===== src/iprg_pkg.sv =====
// Package with register map, field layout and reset values of the bank
package iprg_pkg;

  // ----------------------------------------------------------------------
  // Bus and register geometry
  // ----------------------------------------------------------------------
  localparam int unsigned APB_AW = 12;
  localparam int unsigned REG_W = 16;
  localparam int unsigned FIELD_W = 3;
  localparam int unsigned NUM_SRC = 19;

  // ----------------------------------------------------------------------
  // Byte offsets of the registers
  // ----------------------------------------------------------------------
  localparam logic [11:0] OFF_PRIO3 = 12'h000;
  localparam logic [11:0] OFF_PRIO4 = 12'h004;
  localparam logic [11:0] OFF_PRIO5 = 12'h008;
  localparam logic [11:0] OFF_PRIO6 = 12'h00C;
  localparam logic [11:0] OFF_PRIO7 = 12'h010;
  localparam logic [11:0] OFF_REQ_STAT = 12'h014;
  localparam logic [11:0] OFF_LVL_STAT = 12'h018;

  // ----------------------------------------------------------------------
  // Field positions (least significant bit of each 3-bit field)
  // ----------------------------------------------------------------------
  localparam int unsigned FLD_HI = 12;
  localparam int unsigned FLD_MH = 8;
  localparam int unsigned FLD_ML = 4;
  localparam int unsigned FLD_LO = 0;

  // ----------------------------------------------------------------------
  // Implemented bits and power-on values
  // ----------------------------------------------------------------------
  localparam logic [15:0] MASK_FULL = 16'h7777;
  localparam logic [15:0] MASK_PRIO5 = 16'h7707;
  localparam logic [15:0] RST_FULL = 16'h4444;
  localparam logic [15:0] RST_PRIO5 = 16'h4404;

  // ----------------------------------------------------------------------
  // Priority codes
  // ----------------------------------------------------------------------
  localparam logic [2:0] PRIO_OFF = 3'h0;
  localparam logic [2:0] PRIO_MIN = 3'h1;
  localparam logic [2:0] PRIO_MAX = 3'h7;

  // ----------------------------------------------------------------------
  // Status register layout
  // ----------------------------------------------------------------------
  localparam int unsigned LVL_ANY_BIT = 3;

endpackage


===== src/iprg_prio_reg.sv =====
// One 16-bit priority register with implemented-bit mask and byte lanes
`timescale 1ns/1ps
`default_nettype none

module iprg_prio_reg #(
  parameter logic [15:0] IMPL_MASK = iprg_pkg::MASK_FULL,
  parameter logic [15:0] RST_VAL = iprg_pkg::RST_FULL
) (
  input wire logic pclk,
  input wire logic presetn,
  input wire logic wr_en,
  input wire logic [1:0] byte_en,
  input wire logic [15:0] wdata,
  output logic [15:0] value_q
);

  // ----------------------------------------------------------------------
  // Next value
  // ----------------------------------------------------------------------
  logic [15:0] lane_mask;
  logic [15:0] value_d;

  // Each enabled lane takes write data, only on implemented bits
  assign lane_mask = {{8{byte_en[1]}}, {8{byte_en[0]}}} & IMPL_MASK;
  assign value_d = wr_en ?
    ((value_q & ~lane_mask) | (wdata & lane_mask)) : value_q;

  // Unimplemented bits are never set, so they always read back zero
  always_ff @(posedge pclk or negedge presetn) begin
    if (!presetn) begin
      value_q <= RST_VAL;
    end else begin
      value_q <= value_d & IMPL_MASK;
    end
  end

endmodule

`default_nettype wire


===== src/iprg_top.sv =====
// APB register bank holding priority fields for nineteen interrupt sources
//
// What this block does
// - Code seven is top priority level
// - Code one is lowest active level
// - Code zero disables the source completely
// - Fields reset to level four
// - Unimplemented bits read back zero
// - Fields at 14-12, 10-8, 6-4, 2-0
// - Third register: flash, DMA1, ADC, UART1 transmit
// - Fourth register: change, comparator, I2C1 master/slave
// - Fifth register: capcmp6, capcmp5, external interrupt one
// - Sixth register: timer4, outcmp4, outcmp3, DMA2
// - Seventh register: UART2 tx/rx, ext irq2, timer5
`timescale 1ns/1ps
`default_nettype none

module iprg_top (
  input wire logic pclk,
  input wire logic presetn,
  input wire logic psel,
  input wire logic penable,
  input wire logic pwrite,
  input wire logic [11:0] paddr,
  input wire logic [31:0] pwdata,
  input wire logic [3:0] pstrb,
  output logic [31:0] prdata,
  output logic pready,
  output logic pslverr,
  input wire logic [18:0] src_flag,
  output logic [2:0] flash_prog_prio,
  output logic [2:0] dma_ch1_prio,
  output logic [2:0] adc_prio,
  output logic [2:0] uart1_tx_prio,
  output logic [2:0] change_notify_prio,
  output logic [2:0] comparator_prio,
  output logic [2:0] i2c1_master_prio,
  output logic [2:0] i2c1_slave_prio,
  output logic [2:0] capcmp6_prio,
  output logic [2:0] capcmp5_prio,
  output logic [2:0] ext_irq1_prio,
  output logic [2:0] timer4_prio,
  output logic [2:0] outcmp4_prio,
  output logic [2:0] outcmp3_prio,
  output logic [2:0] dma_ch2_prio,
  output logic [2:0] uart2_tx_prio,
  output logic [2:0] uart2_rx_prio,
  output logic [2:0] ext_irq2_prio,
  output logic [2:0] timer5_prio,
  output logic [18:0] src_req,
  output logic [2:0] req_level,
  output logic req_any
);

  // ----------------------------------------------------------------------
  // Bus phase decode
  // ----------------------------------------------------------------------
  logic pready_q;
  logic pready_d;
  logic pslverr_q;
  logic [31:0] prdata_q;
  logic access_ph;
  logic done;
  logic wr_done;

  // One wait state: pready rises in the second access cycle. A master that
  // kept penable high past pready would be answered again two cycles later,
  // so every transfer must start with its own setup cycle
  assign access_ph = psel & penable;
  assign pready_d = access_ph & ~pready_q;
  assign done = access_ph & pready_q;
  assign wr_done = done & pwrite;

  // ----------------------------------------------------------------------
  // Address decode
  // ----------------------------------------------------------------------
  logic hit3;
  logic hit4;
  logic hit5;
  logic hit6;
  logic hit7;
  logic hit_req;
  logic hit_lvl;
  logic hit_any;

  // Word aligned compare against each mapped offset
  // The full address is compared, so a misaligned access hits nothing
  assign hit3 = (paddr == iprg_pkg::OFF_PRIO3);
  assign hit4 = (paddr == iprg_pkg::OFF_PRIO4);
  assign hit5 = (paddr == iprg_pkg::OFF_PRIO5);
  assign hit6 = (paddr == iprg_pkg::OFF_PRIO6);
  assign hit7 = (paddr == iprg_pkg::OFF_PRIO7);
  assign hit_req = (paddr == iprg_pkg::OFF_REQ_STAT);
  assign hit_lvl = (paddr == iprg_pkg::OFF_LVL_STAT);
  assign hit_any = hit3 | hit4 | hit5 | hit6 | hit7 | hit_req | hit_lvl;

  // ----------------------------------------------------------------------
  // Priority registers
  // ----------------------------------------------------------------------
  logic [15:0] prio3_q;
  logic [15:0] prio4_q;
  logic [15:0] prio5_q;
  logic [15:0] prio6_q;
  logic [15:0] prio7_q;
  logic [1:0] lanes;
  logic we3;
  logic we4;
  logic we5;
  logic we6;
  logic we7;

  // Only the two low byte lanes reach the 16-bit registers
  assign lanes = pstrb[1:0];

  // A write lands only at the edge that ends the access phase, so a
  // refused or still waiting transfer never disturbs a field
  assign we3 = wr_done & hit3;
  assign we4 = wr_done & hit4;
  assign we5 = wr_done & hit5;
  assign we6 = wr_done & hit6;
  assign we7 = wr_done & hit7;

  // Third register: all four fields implemented
  iprg_prio_reg #(
    .IMPL_MASK(iprg_pkg::MASK_FULL),
    .RST_VAL(iprg_pkg::RST_FULL)
  ) u_prio3 (
    .pclk(pclk),
    .presetn(presetn),
    .wr_en(we3),
    .byte_en(lanes),
    .wdata(pwdata[15:0]),
    .value_q(prio3_q)
  );

  // Fourth register
  iprg_prio_reg #(
    .IMPL_MASK(iprg_pkg::MASK_FULL),
    .RST_VAL(iprg_pkg::RST_FULL)
  ) u_prio4 (
    .pclk(pclk),
    .presetn(presetn),
    .wr_en(we4),
    .byte_en(lanes),
    .wdata(pwdata[15:0]),
    .value_q(prio4_q)
  );

  // Fifth register: bits 7-3 are absent, so the mask drops field 6-4
  iprg_prio_reg #(
    .IMPL_MASK(iprg_pkg::MASK_PRIO5),
    .RST_VAL(iprg_pkg::RST_PRIO5)
  ) u_prio5 (
    .pclk(pclk),
    .presetn(presetn),
    .wr_en(we5),
    .byte_en(lanes),
    .wdata(pwdata[15:0]),
    .value_q(prio5_q)
  );

  // Sixth register
  iprg_prio_reg #(
    .IMPL_MASK(iprg_pkg::MASK_FULL),
    .RST_VAL(iprg_pkg::RST_FULL)
  ) u_prio6 (
    .pclk(pclk),
    .presetn(presetn),
    .wr_en(we6),
    .byte_en(lanes),
    .wdata(pwdata[15:0]),
    .value_q(prio6_q)
  );

  // Seventh register
  iprg_prio_reg #(
    .IMPL_MASK(iprg_pkg::MASK_FULL),
    .RST_VAL(iprg_pkg::RST_FULL)
  ) u_prio7 (
    .pclk(pclk),
    .presetn(presetn),
    .wr_en(we7),
    .byte_en(lanes),
    .wdata(pwdata[15:0]),
    .value_q(prio7_q)
  );

  // ----------------------------------------------------------------------
  // Field extraction, one 3-bit slice per source
  // ----------------------------------------------------------------------
  localparam int unsigned FW = iprg_pkg::FIELD_W;
  localparam int unsigned HI = iprg_pkg::FLD_HI;
  localparam int unsigned MH = iprg_pkg::FLD_MH;
  localparam int unsigned ML = iprg_pkg::FLD_ML;
  localparam int unsigned LO = iprg_pkg::FLD_LO;

  // Third register sources
  assign flash_prog_prio = prio3_q[HI +: FW];
  assign dma_ch1_prio = prio3_q[MH +: FW];
  assign adc_prio = prio3_q[ML +: FW];
  assign uart1_tx_prio = prio3_q[LO +: FW];

  // Fourth register sources
  assign change_notify_prio = prio4_q[HI +: FW];
  assign comparator_prio = prio4_q[MH +: FW];
  assign i2c1_master_prio = prio4_q[ML +: FW];
  assign i2c1_slave_prio = prio4_q[LO +: FW];

  // Fifth register sources; bits 7-3 are absent there, so no source
  // takes a field at 6-4
  assign capcmp6_prio = prio5_q[HI +: FW];
  assign capcmp5_prio = prio5_q[MH +: FW];
  assign ext_irq1_prio = prio5_q[LO +: FW];

  // Sixth register sources
  assign timer4_prio = prio6_q[HI +: FW];
  assign outcmp4_prio = prio6_q[MH +: FW];
  assign outcmp3_prio = prio6_q[ML +: FW];
  assign dma_ch2_prio = prio6_q[LO +: FW];

  // Seventh register sources
  assign uart2_tx_prio = prio7_q[HI +: FW];
  assign uart2_rx_prio = prio7_q[MH +: FW];
  assign ext_irq2_prio = prio7_q[ML +: FW];
  assign timer5_prio = prio7_q[LO +: FW];

  // ----------------------------------------------------------------------
  // Source table, index order matches src_flag and src_req
  // ----------------------------------------------------------------------
  logic [2:0] lvl [19];

  assign lvl[0] = flash_prog_prio;
  assign lvl[1] = dma_ch1_prio;
  assign lvl[2] = adc_prio;
  assign lvl[3] = uart1_tx_prio;
  assign lvl[4] = change_notify_prio;
  assign lvl[5] = comparator_prio;
  assign lvl[6] = i2c1_master_prio;
  assign lvl[7] = i2c1_slave_prio;
  assign lvl[8] = capcmp6_prio;
  assign lvl[9] = capcmp5_prio;
  assign lvl[10] = ext_irq1_prio;
  assign lvl[11] = timer4_prio;
  assign lvl[12] = outcmp4_prio;
  assign lvl[13] = outcmp3_prio;
  assign lvl[14] = dma_ch2_prio;
  assign lvl[15] = uart2_tx_prio;
  assign lvl[16] = uart2_rx_prio;
  assign lvl[17] = ext_irq2_prio;
  assign lvl[18] = timer5_prio;

  // ----------------------------------------------------------------------
  // Request gating and highest pending level
  // ----------------------------------------------------------------------
  logic [18:0] src_req_d;
  logic [18:0] src_req_q;
  logic [2:0] req_level_d;
  logic [2:0] req_level_q;
  logic req_any_q;

  // A zero code blocks the flag whatever its state; the numeric code is
  // the level itself, so plain magnitude compare orders 1 up to 7
  // Equal levels are not ordered here; the arbiter that reads these
  // fields decides which source of one level goes first
  always_comb begin
    src_req_d = '0;
    req_level_d = iprg_pkg::PRIO_OFF;
    for (int i = 0; i < 19; i++) begin
      src_req_d[i] = src_flag[i] & (lvl[i] != iprg_pkg::PRIO_OFF);
      if (src_req_d[i] && (lvl[i] > req_level_d)) begin
        req_level_d = lvl[i];
      end
    end
  end

  // Registered so every output comes from a flop; costs one cycle latency
  always_ff @(posedge pclk or negedge presetn) begin
    if (!presetn) begin
      src_req_q <= '0;
      req_level_q <= iprg_pkg::PRIO_OFF;
      req_any_q <= 1'b0;
    end else begin
      src_req_q <= src_req_d;
      req_level_q <= req_level_d;
      req_any_q <= |src_req_d;
    end
  end

  assign src_req = src_req_q;
  assign req_level = req_level_q;
  assign req_any = req_any_q;

  // ----------------------------------------------------------------------
  // Read data selection
  // ----------------------------------------------------------------------
  logic [31:0] rd_mux;
  logic [31:0] lvl_word;
  logic [31:0] req_word;

  // Level word: bits 2-0 highest level, bit 3 any request pending
  assign lvl_word = {28'h0000000, req_any_q, req_level_q};

  // Request word: one bit per source, same index as src_flag
  assign req_word = {13'h0000, src_req_q};

  // Upper half of every priority word reads zero; unmapped reads zero
  assign rd_mux =
    hit3 ? {16'h0000, prio3_q} :
    hit4 ? {16'h0000, prio4_q} :
    hit5 ? {16'h0000, prio5_q} :
    hit6 ? {16'h0000, prio6_q} :
    hit7 ? {16'h0000, prio7_q} :
    hit_req ? req_word :
    hit_lvl ? lvl_word :
    32'h00000000;

  // ----------------------------------------------------------------------
  // APB response flops
  // ----------------------------------------------------------------------
  // Data and error are loaded with pready so they are stable while it is
  // high; an unmapped address answers with pslverr and changes nothing
  // prdata keeps its last read value after the pulse
  always_ff @(posedge pclk or negedge presetn) begin
    if (!presetn) begin
      pready_q <= 1'b0;
      pslverr_q <= 1'b0;
      prdata_q <= 32'h00000000;
    end else begin
      pready_q <= pready_d;
      pslverr_q <= pready_d & ~hit_any;
      if (pready_d && !pwrite) begin
        prdata_q <= rd_mux;
      end
    end
  end

  assign pready = pready_q;
  assign pslverr = pslverr_q;
  assign prdata = prdata_q;

endmodule

`default_nettype wire


===== config.mk =====
export PLATFORM = sky130hd
export DESIGN_NAME = iprg_top
export DESIGN_NICKNAME = d
export VERILOG_FILES = /design/src/iprg_pkg.sv /design/src/iprg_prio_reg.sv /design/src/iprg_top.sv
export SDC_FILE = /design/constraint.sdc
export NUM_CORES = 1
export LEC_CHECK = 0
export BUFFER_PORTS_ARGS = -buffer_cell sky130_fd_sc_hd__buf_4
export CAP_MARGIN = 40
export CORE_ASPECT_RATIO = 1.4
export CORE_MARGIN = 5
export CORE_UTILIZATION = 58
export CTS_CLUSTER_SIZE = 12
export DETAILED_ROUTE_END_ITERATION = 8
export PLACE_DENSITY_LB_ADDON = 0.05
export SYNTH_ARGS = -nofsm -noshare
export SYNTH_HDL_FRONTEND = slang
export SYNTH_SLANG_ARGS = --single-unit
export TNS_END_PERCENT = 5

===== constraint.sdc =====
create_clock -name pclk -period 65.7 [get_ports pclk]
set_input_delay 9.855 -clock pclk [delete_from_list [all_inputs] [get_ports pclk]]
set_output_delay 9.855 -clock pclk [all_outputs]
set_load 0.005 [all_outputs]

Word-level counts from Yosys, hierarchy flattened
Cells that the tools add are included.

Bits in read-only memories: 0. Bits in registers: 114. Bits of input ports: 72. Output and inout bits: 114. Memories kept: 0. Latch bits: 0. RAM bits: 0.

Muxes and demuxes: 26. Shifts and indexed selects: 0. $add $sub $neg: 0. Eq/ne operators: 6. Order comparisons: 19. Divide/modulo/power cells: 0. $mul: 0. Bitwise logic cells: 51. Reduce and logical (&&, ||, !) cells: 42.

Operators with widths (number): 2-to-1 mux 19 bit (6); bitwise AND 15 bit (7); bitwise OR 15 bit (5); 2-to-1 mux 3 bit (19); nonzero test 3 bit (19); > comparator 3 bit (18); == test 12 x 5 -> 1 bit (second input constant) (3); inverter 15 bit (2); bitwise AND 1 bit (29); == test 12 x 4 -> 1 bit (second input constant) (2); logical AND 1 bit (20); OR reduction 19 bit (1); == test 12 x 3 -> 1 bit (second input constant) (1); logical NOT 12 bit (1); bitwise OR 1 bit (6); 2-to-1 mux 4 bit (1); > comparator 3 x 1 -> 1 bit (second input constant) (1); inverter 1 bit (2); logical NOT 1 bit (1).

Longest topological paths before layout
Word-level depth: 58. Mapped depth: 131.

Cells and area by module
Synthesis repeated with hierarchy kept, for this count alone.

Cells, all modules: 776. Area total of the unflattened synthesis: 7173.1 um^2.

By module, submodules not included: iprg_top (cells each 624, times used 1, area each 4819.6 um^2); iprg_prio_reg (u_prio3 ...) (cells each 31, times used 4, area each 481.7 um^2); iprg_prio_reg (u_prio5) (cells each 28, times used 1, area each 426.7 um^2).

Worst setup path after synthesis
OpenSTA, ideal clock, no wires.

Kind: input -> register. Start: in src_flag[0]. End: reg req_level_q[0], in the netlist req_level[0]. Arrival time: 30979 ps. Slack: 34596 ps. Buffers on the path: 0. Data required time: 65575 ps. Setup time: 125 ps. Stages on the path: 126. Path through: and2_1 ha_1 nand3b_1 a211o_4 o21ai_0 ha_1 nor2_1 a21oi_1 mux2i_1 o311ai_0 o311ai_0 nand3_1 ha_1 nor2_1 o21ai_0 a31o_2 a41oi_1 ha_1 [90 not listed] a31oi_1 nor2_1 maj3_1 o211ai_1 mux2_4 ha_1 nand3_1 nand2_1 a21oi_1 nor2_1 o2111ai_1 o41a_1 o221a_2 ha_1 nand3_1 nand2_1 a21oi_1 mux2_2.

Cells in the longest elaborated chain, start to end: 57.

Ends and longest elaborated chain: start: declaration (RTL line iprg_top.sv:30) `input wire logic [18:0] src_flag,`; bitwise AND 1 bit (*) (RTL line iprg_top.sv:269) `src_req_d[i] = src_flag[i] & (lvl[i] != iprg_pkg::PRIO_OFF);`; logical AND 1 bit (*) (RTL line iprg_top.sv:270) `if (src_req_d[i] && (lvl[i] > req_level_d)) begin`; 2-to-1 mux 3 bit (*) (RTL line iprg_top.sv:270); > comparator 3 bit (RTL line iprg_top.sv:270); logical AND 1 bit (RTL line iprg_top.sv:270); 2-to-1 mux 3 bit (*) (RTL line iprg_top.sv:270); > comparator 3 bit (RTL line iprg_top.sv:270); logical AND 1 bit (RTL line iprg_top.sv:270); [42 not listed]; 2-to-1 mux 3 bit (*) (RTL line iprg_top.sv:270); > comparator 3 bit (RTL line iprg_top.sv:270); logical AND 1 bit (RTL line iprg_top.sv:270); 2-to-1 mux 3 bit (*) (RTL line iprg_top.sv:270); > comparator 3 bit (RTL line iprg_top.sv:270); logical AND 1 bit (RTL line iprg_top.sv:270); 2-to-1 mux 3 bit (*) (RTL line iprg_top.sv:270); via req_level_d[0] (RTL line iprg_top.sv:257) `logic [2:0] req_level_d;`; end signal: assignment (RTL line iprg_top.sv:280) `req_level_q <= iprg_pkg::PRIO_OFF;`; end signal: assignment (RTL line iprg_top.sv:284) `req_level_q <= req_level_d;`; end: declaration (RTL line iprg_top.sv:258) `logic [2:0] req_level_q;`.

Mark *: on every way through the listed nets, which the timed path passes. The rest lies on a longest branch. A chain may end at the register's enable or synchronous reset.

Worst setup path in the final report
Start: in src_flag[0]. End: reg req_level_q[1], in the netlist req_level[1].

The elaborated chain is that of the path after synthesis.

==> summary.md <==
| Metric | Value |
|---|---|
| Ant diodes | `0` |
| Sequential fraction of the synthesis area | `0.363` |
| Leakage power | `4.07 nW` |
| Iter 0 DRT Violations | `668` |
| Setup violators final | `0` |
| Required time worst endpoint | `65940 ps` |
| Max_cap viols | `0` |
| GRT Util Overall | `0.347` |
| Boundary pin count | `186` |
| Number of global-route vias before repair | `7238` |
| Worst-margin pin slew | `910 ps` |
| CP startpoint | `src_flag[0]` |
| Detail Placement HPWL | `19.7 mm` |
| Min Clock Period, post-route | `33960 ps` |
| IO buf count | `150` |
| Vias | `7341` |
| Synth Register Bits | `101` |
| Final wirelength | `25.0 mm` |
| Largest family of logic cells by synthesized area | `compound AO/OA/AOI/OAI gates` |
| DIE AREA | `14500 µm²` |
| Met3 WL | `2.24 mm` |
| First-pass GRT wire length | `38.7 mm` |
| Fin Setup TNS | `0 ps` |
| Clk buf depth | `2` |
| Synth Area in Adders | `0.0500` |
| Fin. max-slew vios | `0` |
| RSZ-0062 raised after global routing | `false` |
| Drt drc | `0` |
| Netlist cell types | `76` |
| Area growth, synth to finish | `22.9%` |
| Skew final | `14.3 ps` |
| Worst-Skew Late Latency | `360 ps` |
| Setup crit end | `req_level[1]` |
| R2R depth | `126` |
| Crit path max-delay family | `compound AO/OA/AOI/OAI gates` |
| PD cells | `16.3 nW/µm²` |
| Crit-path slowest cell | `o311ai_0` |
| Hold Path Class | `flop to flop` |
| DRT Pass-1 Iters | `6` |
| # Post-CTS Setup Buffers | `0` |
| Core area | `11900 µm²` |
| Crit path arrival time | `34190 ps` |
| Post-synthesis mux area share | `0.0794` |
| Global route overflow | `0` |
| Fraction of layout cells with a size suffix above 1 | `0.279` |
| Maximum vdd drop | `11.6 µV` |
| Row cnt | `47` |
| Syn Inst Count | `812` |
| Asr flop ratio synth | `1.00` |
| Wire per inst | `22.5 µm` |
| Fillers | `911` |
| Max Clk Rate | `29.4 MHz` |
| Synth top area share | `0.292` |
| Top layer in use | `met4` |
| Ys Warns | `0` |
| Width of the die | `103 µm` |
| Die Y | `140 µm` |
| Synth Area in Compound Gates | `0.259` |
| Max FO, Critical Path | `7` |
| # H-tree levels | `3` |
| Largest net degree at the start of global routing | `66` |
| Clock sinks | `101` |
| Vias per Instance | `6.63` |
| Post-route cell area | `8640 µm²` |
| Synth area leader | `dfrtp_1` |
| CTS clk-pin slew, worst paths | `70 ps` |
| Critical path class | `input pin to flop` |
| CP most frequent cell | `ha_1` |
| Hold_buf cts | `0` |
| Area post-placement | `8310 µm²` |
| XOR/XNOR Fraction of Synth Area | `0` |
| Simple-gate share of the synthesized area | `0.192` |
| Final number of hold-violating endpoints | `0` |
| M1 WL | `8.74 mm` |
| Initial Utilization | `0.592` |
| Initial antenna violation count | `0` |
| Met2 routed WL | `12.1 mm` |
| Post-route ant nets | `0` |
| Post-synth EDFFs | `0` |
| Reg2reg end | `req_level[1]` |
| Nets | `1052` |
| CTS root buf | `clkbuf_16` |
| Ys flop type | `dfrtp_1` |
| CTS tree | `yes` |
| Crit path largest cell delay | `500 ps` |
| # resized after CTS | `0` |
| Slew HR | `0.391` |
| Post-Syn Area | `7030 µm²` |
| Critical path depth in cells | `127` |
| Synth area leaders | `dfrtp_1 29%, dfstp_2 7.1%, mux2_2 6.7%` |
| Final worst path period share | `0.517` |
| CP endpoint kind | `flop` |
| CP Buf/Inv Count | `4` |
| Flop2flop setup slack | `40760 ps` |
| Startpoint types | `input pin` |
| Outcome | `completed` |
| CTS buffer count | `9` |
| Routability cong. | `0.919` |
| Mean post-synth cell area | `8.66 µm²` |
[power by group]
group / internal [mW] / switching, mW / total [mW]
logic: 0.00798 / 0.0110 / 0.0190
registers: 0.0630 / 0.000534 / 0.0635
clock network: 0.0338 / 0.0244 / 0.0582
[cell type report]
| type | instances | area [µm²] | share of cell area |
|---|---|---|---|
| clock inverter | 6 | 93.8 | 0.0109 |
| clock buffer | 10 | 229 | 0.0265 |
| sequential | 101 | 2550 | 0.295 |
| inverter | 50 | 188 | 0.0217 |
| timing repair buffer | 160 | 1240 | 0.144 |
| multi-input combinational | 634 | 4150 | 0.480 |
| tap | 147 | 184 | 0.0213 |
[metal layers]
layer	vias up	GRT usage
met5	-	0
met4	0	0.215
met3	130	0.0672
met2	461	0.570
met1	3476	0.407
li1	3274	-
[cells by family (layout without fill, tap and decap cells)]
family	Yosys count	in the layout
muxes	49	49
AOI/OAI and AO/OA	248	248
adders and majority gates	29	29
DFF	101	101
and+or+nand+nor	295	295
buffers and inverters	89	226
other	1	13
[placed cells by master, fill, tap and decap left out, types with 4 or more instances in the layout]
cell type  instances
o21a_1             8
nand4_1            4
a211oi_1           4
dfrtp_1           82
a222oi_1           4
a22oi_1           24
nor4_1             7
or3_1              5
clkbuf_16          9
conb_1            13
and2_1             8
nand2_1          123
maj3_1             4
nor3_1            10
ha_1              24
nand2b_1           5
mux2i_1            4
or2_2              6
nor2_1            63
o21ai_0           64
o31ai_1           11
mux2_2            42
a21oi_1           32
and3_1            10
dfstp_2           19
buf_4            158
o31a_1            12
a21o_1             6
o22ai_1            5
a31oi_1           15
inv_1             50
nand3_1           36
o211ai_1           6
a221oi_1           9
[worst reg2reg max path: cells and delay by family, from the launching register on]
kind            cells  cell delay [ps]
compound gates     47             9300
fa+ha+maj          23             6630
buf+inv             3              230
flops               1              600
mux                 5             1550
simple gates       48             6500
[worst min path at each step]
| stage | to | cells past startpoint | start |
|---|---|---|---|
| 2_1_floorplan | prdata[0] | 2 | prdata[0] |
| 3_3_place_gp | prdata[14] | 2 | prdata[14] |
| 3_5_place_dp | prdata[4] | 1 | prdata[4] |
| 4_1_cts | prdata[4] | 1 | prdata[4] |
| 5_1_grt | prdata[4] | 1 | prdata[4] |
| 6_report | prdata[13] | 2 | prdata[13] |
[cells in the mapped netlist (4+ instances only)]
cell type,n
a211oi_1,4
a21o_1,6
a21oi_1,32
a221oi_1,9
a222oi_1,4
a22oi_1,24
a31oi_1,15
and2_1,8
and3_1,10
buf_4,14
clkbuf_1,22
dfrtp_1,82
dfstp_2,19
ha_1,24
inv_1,50
maj3_1,4
mux2_2,42
mux2i_1,4
nand2_1,123
nand2b_1,5
nand3_1,36
nand4_1,4
nor2_1,63
nor3_1,11
nor4_1,8
o211ai_1,6
o21a_1,8
o21ai_0,64
o22ai_1,5
o31a_1,12
o31ai_1,11
or2_2,6
or3_1,5
[stage by stage]
step | util | setup slack (ps) | hold slack [ps] | total power [mW] | instances
after global placement | 0.693 | 32450 | 463 | 0.0822 | 1087
final | 0.727 | 31740 | 480 | 0.141 | 1108
after CTS | 0.727 | 31950 | 484 | 0.141 | 1108
after detailed placement | 0.700 | 31790 | 467 | 0.0833 | 1092
after global routing | 0.727 | 29970 | 501 | 0.146 | 1108
after floorplan | - | 34600 | 473 | 0.0747 | 824
Power figures use the tool's default switching activity.
